<file path="src/logic/psf_pkg.sv">
// Constants and types shared by the power status flag register bank
package psf_pkg;
  // Command codes of the three status registers
  localparam logic [7:0] CMD_VOUT_STATUS = 8'h7a;
  localparam logic [7:0] CMD_IOUT_STATUS = 8'h7b;
  localparam logic [7:0] CMD_INPUT_STATUS = 8'h7c;

  // Output-voltage status bit positions
  localparam int VOUT_OV_FAULT_BIT = 7;
  localparam int VOUT_OV_WARN_BIT = 6;
  localparam int VOUT_UV_WARN_BIT = 5;
  localparam int VOUT_UV_FAULT_BIT = 4;
  localparam int VOUT_LIMIT_BIT = 3;
  localparam int VOUT_TON_BIT = 2;

  // Output-current status bit positions
  localparam int IOUT_OC_FAULT_BIT = 7;
  localparam int IOUT_OC_WARN_BIT = 5;

  // Input status bit positions
  localparam int IN_OV_FAULT_BIT = 7;
  localparam int IN_UV_WARN_BIT = 5;
  localparam int IN_OFF_LIVE_BIT = 3;

  // Latched bits that each register supports
  localparam logic [7:0] VOUT_SUPPORTED = 8'hfc;
  localparam logic [7:0] IOUT_SUPPORTED = 8'ha0;
  localparam logic [7:0] INPUT_LATCHED = 8'ha0;

  localparam logic [7:0] FLAGS_RESET = 8'h00;
  localparam logic [7:0] READ_ZERO = 8'h00;
  localparam logic OFF_LIVE_RESET = 1'b1;

  // Overvoltage fault sources, one extended mask bit each
  localparam int OVP_SRC_N = 3;
  localparam int OVP_FIXED_BIT = 0;
  localparam int OVP_TRACK_BIT = 1;
  localparam int OVP_PREBIAS_BIT = 2;
  localparam logic [OVP_SRC_N-1:0] OVP_SRC_RESET = 3'h0;

  // Phases that keep their own output-current and input status
  localparam int NUM_PHASES = 2;
  localparam int PHASE_W = 1;
  typedef logic [PHASE_W-1:0] psf_phase_t;
endpackage : psf_pkg

</file>
<file path="src/logic/psf_status_regs.sv">
// Output-voltage, output-current and input status registers
`timescale 1ns/1ps
module psf_status_regs (
  // Clock and reset
  input wire logic clk,
  input wire logic reset_n,
  // Decoded command port
  input wire logic [7:0] cmd_code,
  input wire logic cmd_wr,
  input wire logic cmd_rd,
  input wire logic [7:0] cmd_wdata,
  input wire logic clear_faults,
  output logic [7:0] rd_data,
  output logic rd_valid,
  // Active phase
  input wire psf_pkg::psf_phase_t phase_sel,
  // Output-voltage events, shared by all phases
  input wire logic ovp_fixed_evt,
  input wire logic ovp_track_evt,
  input wire logic ovp_prebias_evt,
  input wire logic ov_warn_evt,
  input wire logic uv_warn_evt,
  input wire logic uv_fault_evt,
  input wire logic vout_limit_evt,
  input wire logic ton_timeout_evt,
  // Per-phase events and input comparators
  input wire logic [psf_pkg::NUM_PHASES-1:0] oc_fault_evt,
  input wire logic [psf_pkg::NUM_PHASES-1:0] oc_warn_evt,
  input wire logic [psf_pkg::NUM_PHASES-1:0] in_ov_fault_evt,
  input wire logic [psf_pkg::NUM_PHASES-1:0] in_uv_warn_evt,
  input wire logic [psf_pkg::NUM_PHASES-1:0] in_above_on,
  input wire logic [psf_pkg::NUM_PHASES-1:0] in_below_off,
  // Alert masks
  input wire logic [7:0] vout_alert_mask,
  input wire logic [7:0] iout_alert_mask,
  input wire logic [7:0] input_alert_mask,
  input wire logic [psf_pkg::OVP_SRC_N-1:0] extended_alert_mask,
  // Alert and summaries
  output logic alert,
  output logic vout_summary,
  output logic iout_summary,
  output logic input_summary
);
  localparam int NP = psf_pkg::NUM_PHASES;

  typedef struct packed {
    logic [NP-1:0] off_live;
    logic [NP-1:0] seen_on;
    logic [psf_pkg::OVP_SRC_N-1:0] ovp_src;
    logic [7:0] rd_data;
    logic rd_valid;
    logic alert;
  } psf_regs_s;

  psf_regs_s st;
  psf_regs_s next_st;

  logic [7:0] vout_flags;
  logic [7:0] vout_set;
  logic [7:0] vout_clr;
  logic [NP-1:0][7:0] iout_flags;
  logic [NP-1:0][7:0] in_flags;
  logic [psf_pkg::OVP_SRC_N-1:0] ovp_evt;
  logic ovf_clr;
  logic vout_hit;
  logic iout_hit;
  logic input_hit;
  logic [7:0] input_view;

  assign vout_hit = cmd_code == psf_pkg::CMD_VOUT_STATUS;
  assign iout_hit = cmd_code == psf_pkg::CMD_IOUT_STATUS;
  assign input_hit = cmd_code == psf_pkg::CMD_INPUT_STATUS;

  // Overvoltage fault sources feed one flag
  always_comb begin
    ovp_evt = psf_pkg::OVP_SRC_RESET;
    ovp_evt[psf_pkg::OVP_FIXED_BIT] = ovp_fixed_evt;
    ovp_evt[psf_pkg::OVP_TRACK_BIT] = ovp_track_evt;
    ovp_evt[psf_pkg::OVP_PREBIAS_BIT] = ovp_prebias_evt;
  end

  always_comb begin
    vout_set = psf_pkg::READ_ZERO;
    vout_set[psf_pkg::VOUT_OV_FAULT_BIT] = |ovp_evt;
    vout_set[psf_pkg::VOUT_OV_WARN_BIT] = ov_warn_evt;
    vout_set[psf_pkg::VOUT_UV_WARN_BIT] = uv_warn_evt;
    vout_set[psf_pkg::VOUT_UV_FAULT_BIT] = uv_fault_evt;
    vout_set[psf_pkg::VOUT_LIMIT_BIT] = vout_limit_evt;
    vout_set[psf_pkg::VOUT_TON_BIT] = ton_timeout_evt;
  end

  // Shared across phases, so no phase qualifier on the write
  assign vout_clr = (cmd_wr && vout_hit) ? cmd_wdata : psf_pkg::READ_ZERO;
  assign ovf_clr = clear_faults | vout_clr[psf_pkg::VOUT_OV_FAULT_BIT];

  psf_flag_byte #(
    .SUPPORTED(psf_pkg::VOUT_SUPPORTED)
  ) u_vout_flags (
    .clk(clk),
    .reset_n(reset_n),
    .set_evt(vout_set),
    .clr_wr(vout_clr),
    .clr_all(clear_faults),
    .flags(vout_flags)
  );

  genvar p;
  generate
    for (p = 0; p < NP; p++) begin : g_phase
      logic [7:0] io_set;
      logic [7:0] io_clr;
      logic [7:0] in_set;
      logic [7:0] in_clr;
      logic sel;

      assign sel = phase_sel == psf_pkg::psf_phase_t'(p);

      always_comb begin
        io_set = psf_pkg::READ_ZERO;
        io_set[psf_pkg::IOUT_OC_FAULT_BIT] = oc_fault_evt[p];
        io_set[psf_pkg::IOUT_OC_WARN_BIT] = oc_warn_evt[p];
        in_set = psf_pkg::READ_ZERO;
        in_set[psf_pkg::IN_OV_FAULT_BIT] = in_ov_fault_evt[p];
        // Undervoltage warning stays quiet until the input first came on
        in_set[psf_pkg::IN_UV_WARN_BIT] =
          in_uv_warn_evt[p] & st.seen_on[p];
      end

      assign io_clr = (cmd_wr && iout_hit && sel) ?
        cmd_wdata : psf_pkg::READ_ZERO;
      assign in_clr = (cmd_wr && input_hit && sel) ?
        cmd_wdata : psf_pkg::READ_ZERO;

      psf_flag_byte #(
        .SUPPORTED(psf_pkg::IOUT_SUPPORTED)
      ) u_iout_flags (
        .clk(clk),
        .reset_n(reset_n),
        .set_evt(io_set),
        .clr_wr(io_clr),
        .clr_all(clear_faults),
        .flags(iout_flags[p])
      );

      psf_flag_byte #(
        .SUPPORTED(psf_pkg::INPUT_LATCHED)
      ) u_in_flags (
        .clk(clk),
        .reset_n(reset_n),
        .set_evt(in_set),
        .clr_wr(in_clr),
        .clr_all(clear_faults),
        .flags(in_flags[p])
      );
    end
  endgenerate

  // Input byte of the active phase with its live bit merged in
  always_comb begin
    input_view = in_flags[phase_sel] & psf_pkg::INPUT_LATCHED;
    input_view[psf_pkg::IN_OFF_LIVE_BIT] = st.off_live[phase_sel];
  end

  always_comb begin
    logic ovf_alert;
    logic [NP-1:0] ph_alert;
    ovf_alert = 1'b0;
    ph_alert = '0;
    next_st = st;
    // Live off indicator with turn-on and turn-off hysteresis
    for (int i = 0; i < NP; i++) begin
      if (in_above_on[i]) begin
        next_st.off_live[i] = 1'b0;
        next_st.seen_on[i] = 1'b1;
      end else if (in_below_off[i]) begin
        next_st.off_live[i] = 1'b1;
      end
      ph_alert[i] = |(iout_flags[i] & ~iout_alert_mask) |
        |(in_flags[i] & ~input_alert_mask);
    end
    // Per-source record of the overvoltage fault, cleared with its flag
    next_st.ovp_src = (st.ovp_src & ~{psf_pkg::OVP_SRC_N{ovf_clr}}) |
      ovp_evt;
    ovf_alert = !vout_alert_mask[psf_pkg::VOUT_OV_FAULT_BIT] &&
      |(st.ovp_src & ~extended_alert_mask);
    next_st.alert = ovf_alert |
      |(vout_flags & ~vout_alert_mask &
        ~(8'h01 << psf_pkg::VOUT_OV_FAULT_BIT)) |
      |ph_alert;
    next_st.rd_valid = cmd_rd;
    if (!cmd_rd) begin
      next_st.rd_data = st.rd_data;
    end else if (vout_hit) begin
      next_st.rd_data = vout_flags & psf_pkg::VOUT_SUPPORTED;
    end else if (iout_hit) begin
      next_st.rd_data = iout_flags[phase_sel] &
        psf_pkg::IOUT_SUPPORTED;
    end else if (input_hit) begin
      next_st.rd_data = input_view;
    end else begin
      next_st.rd_data = psf_pkg::READ_ZERO;
    end
  end

  always_ff @(posedge clk or negedge reset_n) begin
    if (!reset_n) begin
      st <= '{off_live: {NP{psf_pkg::OFF_LIVE_RESET}},
              seen_on: '0,
              ovp_src: psf_pkg::OVP_SRC_RESET,
              rd_data: psf_pkg::READ_ZERO,
              rd_valid: 1'b0,
              alert: 1'b0};
    end else begin
      st <= next_st;
    end
  end

  assign rd_data = st.rd_data;
  assign rd_valid = st.rd_valid;
  assign alert = st.alert;
  assign vout_summary = |vout_flags;
  assign iout_summary = |iout_flags[phase_sel];
  assign input_summary = |in_flags[phase_sel];
endmodule : psf_status_regs

</file>
<file path="src/logic/psf_flag_byte.sv">
// One byte of latched status flags with write-one and clear-all clearing
`timescale 1ns/1ps
module psf_flag_byte #(
  parameter logic [7:0] SUPPORTED = 8'hff
) (
  // Clock and reset
  input wire logic clk,
  input wire logic reset_n,
  // Events and clears
  input wire logic [7:0] set_evt,
  input wire logic [7:0] clr_wr,
  input wire logic clr_all,
  // Latched flags
  output logic [7:0] flags
);
  typedef struct packed {
    logic [7:0] flags;
  } psf_cell_s;

  psf_cell_s st;
  psf_cell_s next_st;

  always_comb begin
    next_st = st;
    // Clears first, then events, so a same-cycle event survives
    next_st.flags = st.flags & ~clr_wr;
    if (clr_all) begin
      next_st.flags = psf_pkg::FLAGS_RESET;
    end
    next_st.flags = (next_st.flags | set_evt) & SUPPORTED;
  end

  always_ff @(posedge clk or negedge reset_n) begin
    if (!reset_n) begin
      st <= '{flags: psf_pkg::FLAGS_RESET};
    end else begin
      st <= next_st;
    end
  end

  assign flags = st.flags;
endmodule : psf_flag_byte

</file>
<file path="config.mk">
export PLATFORM = sky130hd
export DESIGN_NAME = psf_status_regs
export DESIGN_NICKNAME = d
export VERILOG_FILES = /design/src/logic/psf_pkg.sv /design/src/logic/psf_status_regs.sv /design/src/logic/psf_flag_byte.sv
export SDC_FILE = /design/constraint.sdc
export NUM_CORES = 1
export LEC_CHECK = 0
export BUFFER_PORTS_ARGS = -buffer_cell sky130_fd_sc_hd__buf_4
export CORE_MARGIN = 8
export CORE_UTILIZATION = 47
export CTS_CLUSTER_DIAMETER = 120
export DETAILED_ROUTE_END_ITERATION = 6
export HOLD_SLACK_MARGIN = 0.12
export PLACE_DENSITY = 0.84
export SLEW_MARGIN = 15
export SYNTH_ARGS = -nofsm -noshare
export SYNTH_HDL_FRONTEND = slang
export SYNTH_SLANG_ARGS = --single-unit
</file>
<file path="constraint.sdc">
create_clock -name clk -period 3 [get_ports clk]
set_input_delay 0.6 -clock clk [delete_from_list [all_inputs] [get_ports clk]]
set_output_delay 0.6 -clock clk [all_outputs]
set_load 0.02 [all_outputs]
</file>
# [Yosys cells after proc, flatten, opt, wreduce, memory -nomap -nowiden]
# Cells that the tools add are included.
[totals] wordCells=98 inputBits=69 reg_bits=31 output_inout_bits=13
[classes] reduce_logical=22 mux=23 eq_ne=3 n_lt_le_gt_ge=1 bitwise_logic=36
[ops] cell="8-bit 2-to-1 mux" count=17
[ops] cell="8-bit bitwise AND" count=9
[ops] cell="8-bit NOT" count=7
[ops] cell="8-bit OR reduction" count=6
[ops] cell="8-bit OR" count=5
[ops] cell="8-bit by 7-bit equality test with 1-bit output (second input constant)" count=3
[ops] cell="1-bit logical AND" count=8
[ops] cell="7-bit bitwise AND" count=1
[ops] cell="7-bit NOT" count=1
[ops] cell="7-bit OR reduction" count=1
[ops] cell="3-bit bitwise AND" count=2
[ops] cell="1-bit 2-to-1 mux" count=6
[ops] cell="3-bit NOT" count=2
[ops] cell="3-bit OR reduction" count=2
[ops] cell="6-bit OR reduction" count=1
[ops] cell="1-bit OR" count=5
[ops] cell="2-bit nonzero test" count=2
[ops] cell="3-bit OR" count=1
[ops] cell="1-bit bitwise AND" count=2
[ops] cell="1-bit by 2-bit less-than comparator with 1-bit output (second input constant)" count=1
[ops] cell="2-bit OR reduction" count=1
[ops] cell="1-bit zero test" count=1
[ops] cell="1-bit NOT" count=1

# [Longest topological paths before layout]
[logic_depth] word_depth=8 mapped_depth=5 ltp_nobuf=4

# [By module]
# From an unflattened synthesis, not the netlist that was laid out.
[unflattened] hier_cells=252 hier_area_um2=2128.3
[modules_own_cells] mod="psf_status_regs" cells_each=179 seq_area_each_um2=377.9 area_per_inst_um2=1383.8 instances=1
[modules_own_cells] mod="psf_flag_byte (g_phase[0].u_in_flags ...)" cells_each=13 seq_area_each_um2=50.0 area_per_inst_um2=123.9 instances=4
[modules_own_cells] mod="psf_flag_byte (u_vout_flags)" cells_each=21 seq_area_each_um2=150.1 area_per_inst_um2=249.0 instances=1

# [Worst setup path before layout]
# OpenSTA, ideal clock, no wires.
[synth_path] path_type="input to output" from="input port phase_sel" to="output port input_summary" required_time_ns=2.400 path_buffers=2 setup_slack_ns=0.793 arrival_time_ns=1.607 stages=4 cell_sequence="clkbuf_1 -> clkbuf_1 -> nor3_1 -> a21oi_1"
[synth_via] elab_chain_len=3
[synth_lines] element="start: declaration" line="psf_status_regs.sv:16" rtl="input wire psf_pkg::psf_phase_t phase_sel,"
[synth_lines] element="8-bit 2-to-1 mux (implied by the code) (2 in a row)" line="psf_status_regs.sv:223" rtl="assign input_summary = |in_flags[phase_sel];"
[synth_lines] element="8-bit OR reduction" line="psf_status_regs.sv:223"
[synth_lines] element="end: declaration" line="psf_status_regs.sv:42" rtl="output logic input_summary"
# No other way between the ends. The select of a mux whose other input is x is not followed.

# [Worst setup path in the final report]
[layout_path] from="register u_vout_flags.st, in the netlist u_vout_flags.flags[4]" to="output port vout_summary"
[layout_via] elab_chain_len=1
[layout_lines] element="start: declaration" line="psf_flag_byte.sv:20" rtl="psf_cell_s st;"
[layout_lines] element="start signal: assignment" line="psf_flag_byte.sv:35" rtl="st <= '{flags: psf_pkg::FLAGS_RESET};"
[layout_lines] element="start signal: assignment" line="psf_flag_byte.sv:37" rtl="st <= next_st;"
[layout_lines] element="6-bit OR reduction" line="psf_status_regs.sv:221" rtl="assign vout_summary = |vout_flags;"
[layout_lines] element="end: declaration" line="psf_status_regs.sv:40" rtl="output logic vout_summary,"
# No other way between the ends.

==> metrics list <==
- The run finished with clean final reports.
* Syn Area/Cell: approximately 10 um2
* Final clock period utilization by the worst path: 0.631
* Fillers: roughly 260
- Final setup violation count: 0
- The largest total area in the synthesized netlist belongs to sky130_fd_sc_hd__dfrtp_1.
- The via count of the first global-routing pass is between 1500 and 2000.
- The synthesized netlist contains 38 unique library cells.
- The portion of synthesized area spent on multiplexers is 0.0425.
- The congestion estimate from routability-driven global placement came to between 0.8 and 0.9.
* Post-synthesis instance area: 1500 um2
- Total of hold buffers inserted after clock tree synthesis: 0
- Crit Reg-Reg Endpoint: alert
- Effective utilization at floorplan: 0.492
- Total number of nets in the final design: about 270
- The complex-gate fraction of the synthesized area came to 0.202.
* WS Path Type: reg2out
- Entering global routing, the biggest net connects 30 pins.
- Area growth from synthesis to final layout: 35.0%
- The H-tree was split into 2 levels.
- Of the total synthesized cell area, the portion taken by full adders, half adders and majority gates is 0.
* Min Tclk post-route: around 1900 ps
- Area share of xor/xnor cells in the synthesized design: 0
- RSZ-0062 raised after global routing: false
* Quantity of I/O buffers inserted on ports: 63
- Max FO, Critical Path: 4
- Yosys warns: 0
- Class of the most critical hold timing path: in2async
- Number of clock sinks: 29
* Root buf cell: sky130_fd_sc_hd__clkbuf_4
- In the final routed layout, each cell accounts on average for around 17 um.
* Worst voltage drop across the vdd grid: approximately 0.32 mV
- Clk_lat worst skew: approximately 320 ps
- The total area inside the core boundary comes to around 3100 um2.
- Setup_tns: 0 ps
- Across all register-to-register paths, the minimum setup slack is around 1800 ps.
- Clock edge transition at the registers on the reported setup and hold paths: 90 ps
- Total power after layout: between 0.8 and 0.9 mW
- Clock tree from TritonCTS: done
- DP Wirelength: 3280 um
* Post-synthesis async set-or-reset flop share: 1.00
* Global-route total usage across every layer: 0.165
- Die Wd: a little over 70 um
- Max-cap check violation count: 0
- Share of layout cells above drive strength 1: 0.451
* Number of diodes added for antenna fixing: 0
- After technology mapping, the gate count stands at ~150.
- Of the total synthesized cell area, the portion taken by AND, OR, NAND and NOR gates is 0.177.
* Via/cell ratio: 5.56
- First-pass GRT wire length: 6870 um
- Total Die Area: 5260 um2
- Counting cells, the worst reg-to-reg path comes to 4.
- Critical path arrival: 1290 ps
- The commonest cells after synthesis are sky130_fd_sc_hd__dfrtp_1 (27), sky130_fd_sc_hd__inv_1 (12), sky130_fd_sc_hd__nor2_1 (10), sky130_fd_sc_hd__nand3_1 (9).
* Highest clock rate: around 530 MHz
* Portion of the post-synthesis area used by sequential elements: 0.485
- The detailed router finished its first iteration with a little over 70 violations.
- Antenna violation net count after detailed routing: 0
- The worst setup path is launched from a flop.
* Boundary pin count: roughly 80
- DRC violations left: 0
- Cts repair resizes: 0
- The pre-antenna-repair detailed-routing pass consisted of 5 iterations.
- Number of buffers added by the clock tree synthesis step: 5
- Row count: 20
- The startpoint identified for the worst register-to-register timing path is g_phase[0].u_iout_flags.flags[5].
* Category of the worst setup path capture point: output port
- P per Cell Area: 441 nW/um2
- Number of buffers on the longest clock path: 2
- Antenna violations before repair: 0
- After synthesis, the largest family of logic cells by area is compound AO/OA/AOI/OAI gates.
- For the worst setup path, the data required time is about 2400 ps.
* Grt total ovfl: 0
* DR vias: 1389
* Final number of hold-violating endpoints: 0
- Total instance count after detailed placement: about 240
- Leak: approximately 0.90 nW
* Top cells by area in the synthesized netlist: sky130_fd_sc_hd__dfrtp_1 (45%), sky130_fd_sc_hd__a31o_2 (4.7%), sky130_fd_sc_hd__buf_4 (4.0%)
- Count of flip-flops with a built-in enable after synthesis: 0
- Post-layout instance count excluding filler cells: 250
- The share of synthesized area in the top cell type comes to 0.450.
- Synth Register Bits: 29
* Final setup skew: 7.29 ps
- The die is roughly 73 um tall.
* Total routed wirelength: 4170 um
- Top FF cell, synth: sky130_fd_sc_hd__dfrtp_1
- Post-CTS timing repair inserted 0 buffers for setup.
- The final-report max-slew violation count came to 0.
* Most frequent cell after synthesis: sky130_fd_sc_hd__dfrtp_1
[cell type report]
type	instances	area [um2]	area share
clock buffer	7	55.1	0.0272
clock inverter	1	30.0	0.0148
inverter	12	45.0	0.0222
multi-input combinational	94	641	0.316
sequential	29	728	0.359
tap	44	55.1	0.0272
timing repair buffer	63	473	0.233
[logic make-up after synthesis]
kind of cell | after synthesis
compound gates | 38
buf+inv | 26
flops | 29
mux | 6
other cells | 1
simple gates | 48
[report_power, final]
| part | total (mW) | internal (mW) | switching (mW) |
|---|---|---|---|
| Combinational | 0.135 | 0.0746 | 0.0602 |
| Clock | 0.332 | 0.199 | 0.134 |
| Sequential | 0.426 | 0.410 | 0.0162 |
[through the flow]
step                      hold WS [ps]  utilization  setup WS, ps  instance area, um2
final                              183        0.664          1110                2030
after global routing               185        0.664           972                2030
after CTS                          183        0.664          1090                2030
after detailed placement           469        0.636           776                1940
after global placement             456        0.636           805                1940
after floorplan                    304            -           793                1510
[cell usage in the layout (no fill, tap or decap), drive strengths merged, types with 2 or more instances in the layout]
master,count
dfrtp,27
a21oi,6
nand2,5
nor2b,2
clkbuf,7
mux2i,3
a31o,8
o311ai,6
a21o,3
buf,63
or2,2
nand3,9
nor3,2
o21ai,4
nand2b,5
conb,2
nand4,5
nor2,10
and4b,2
mux2,3
inv,12
dfstp,2
o221ai,2
nor4,2
o22ai,3
[how the worst max path moves through the flow]
stage / startpoint / endpoint / slack, ps
6_report: u_vout_flags.flags[4] / vout_summary / 1110
4_1_cts: u_vout_flags.flags[6] / vout_summary / 1090
5_1_grt: u_vout_flags.flags[4] / vout_summary / 970
2_1_floorplan: phase_sel / input_summary / 790
3_3_place_gp: cmd_code[7] / u_vout_flags.flags[7] / 800
3_5_place_dp: cmd_code[7] / u_vout_flags.flags[7] / 780
[registers in the layout (all words and copies together), names as in the netlist]
signal,cells
rd_data,6
u_vout_flags.flags,6
alert,1
st,7
g_phase.u_iout_flags.flags,4
g_phase.u_in_flags.flags,4
rd_valid,1
[worst max-delay path, cell delays in order (launching register included)]
cell                      delay (ps)
sky130_fd_sc_hd__dfrtp_1         420
sky130_fd_sc_hd__nor4_1          290
sky130_fd_sc_hd__nand2_1         100
sky130_fd_sc_hd__buf_4           160
[routing by layer]
metal | up-vias | GRT usage | part of all wire
li1 | 649 | - | -
met1 | 662 | 0.179 | 0.41
met2 | 68 | 0.272 | 0.48
met3 | 10 | 0.0744 | 0.089
met4 | 0 | 0.0667 | 0.023
met5 | - | 0 | 0
Power figures use the tool's default switching activity.
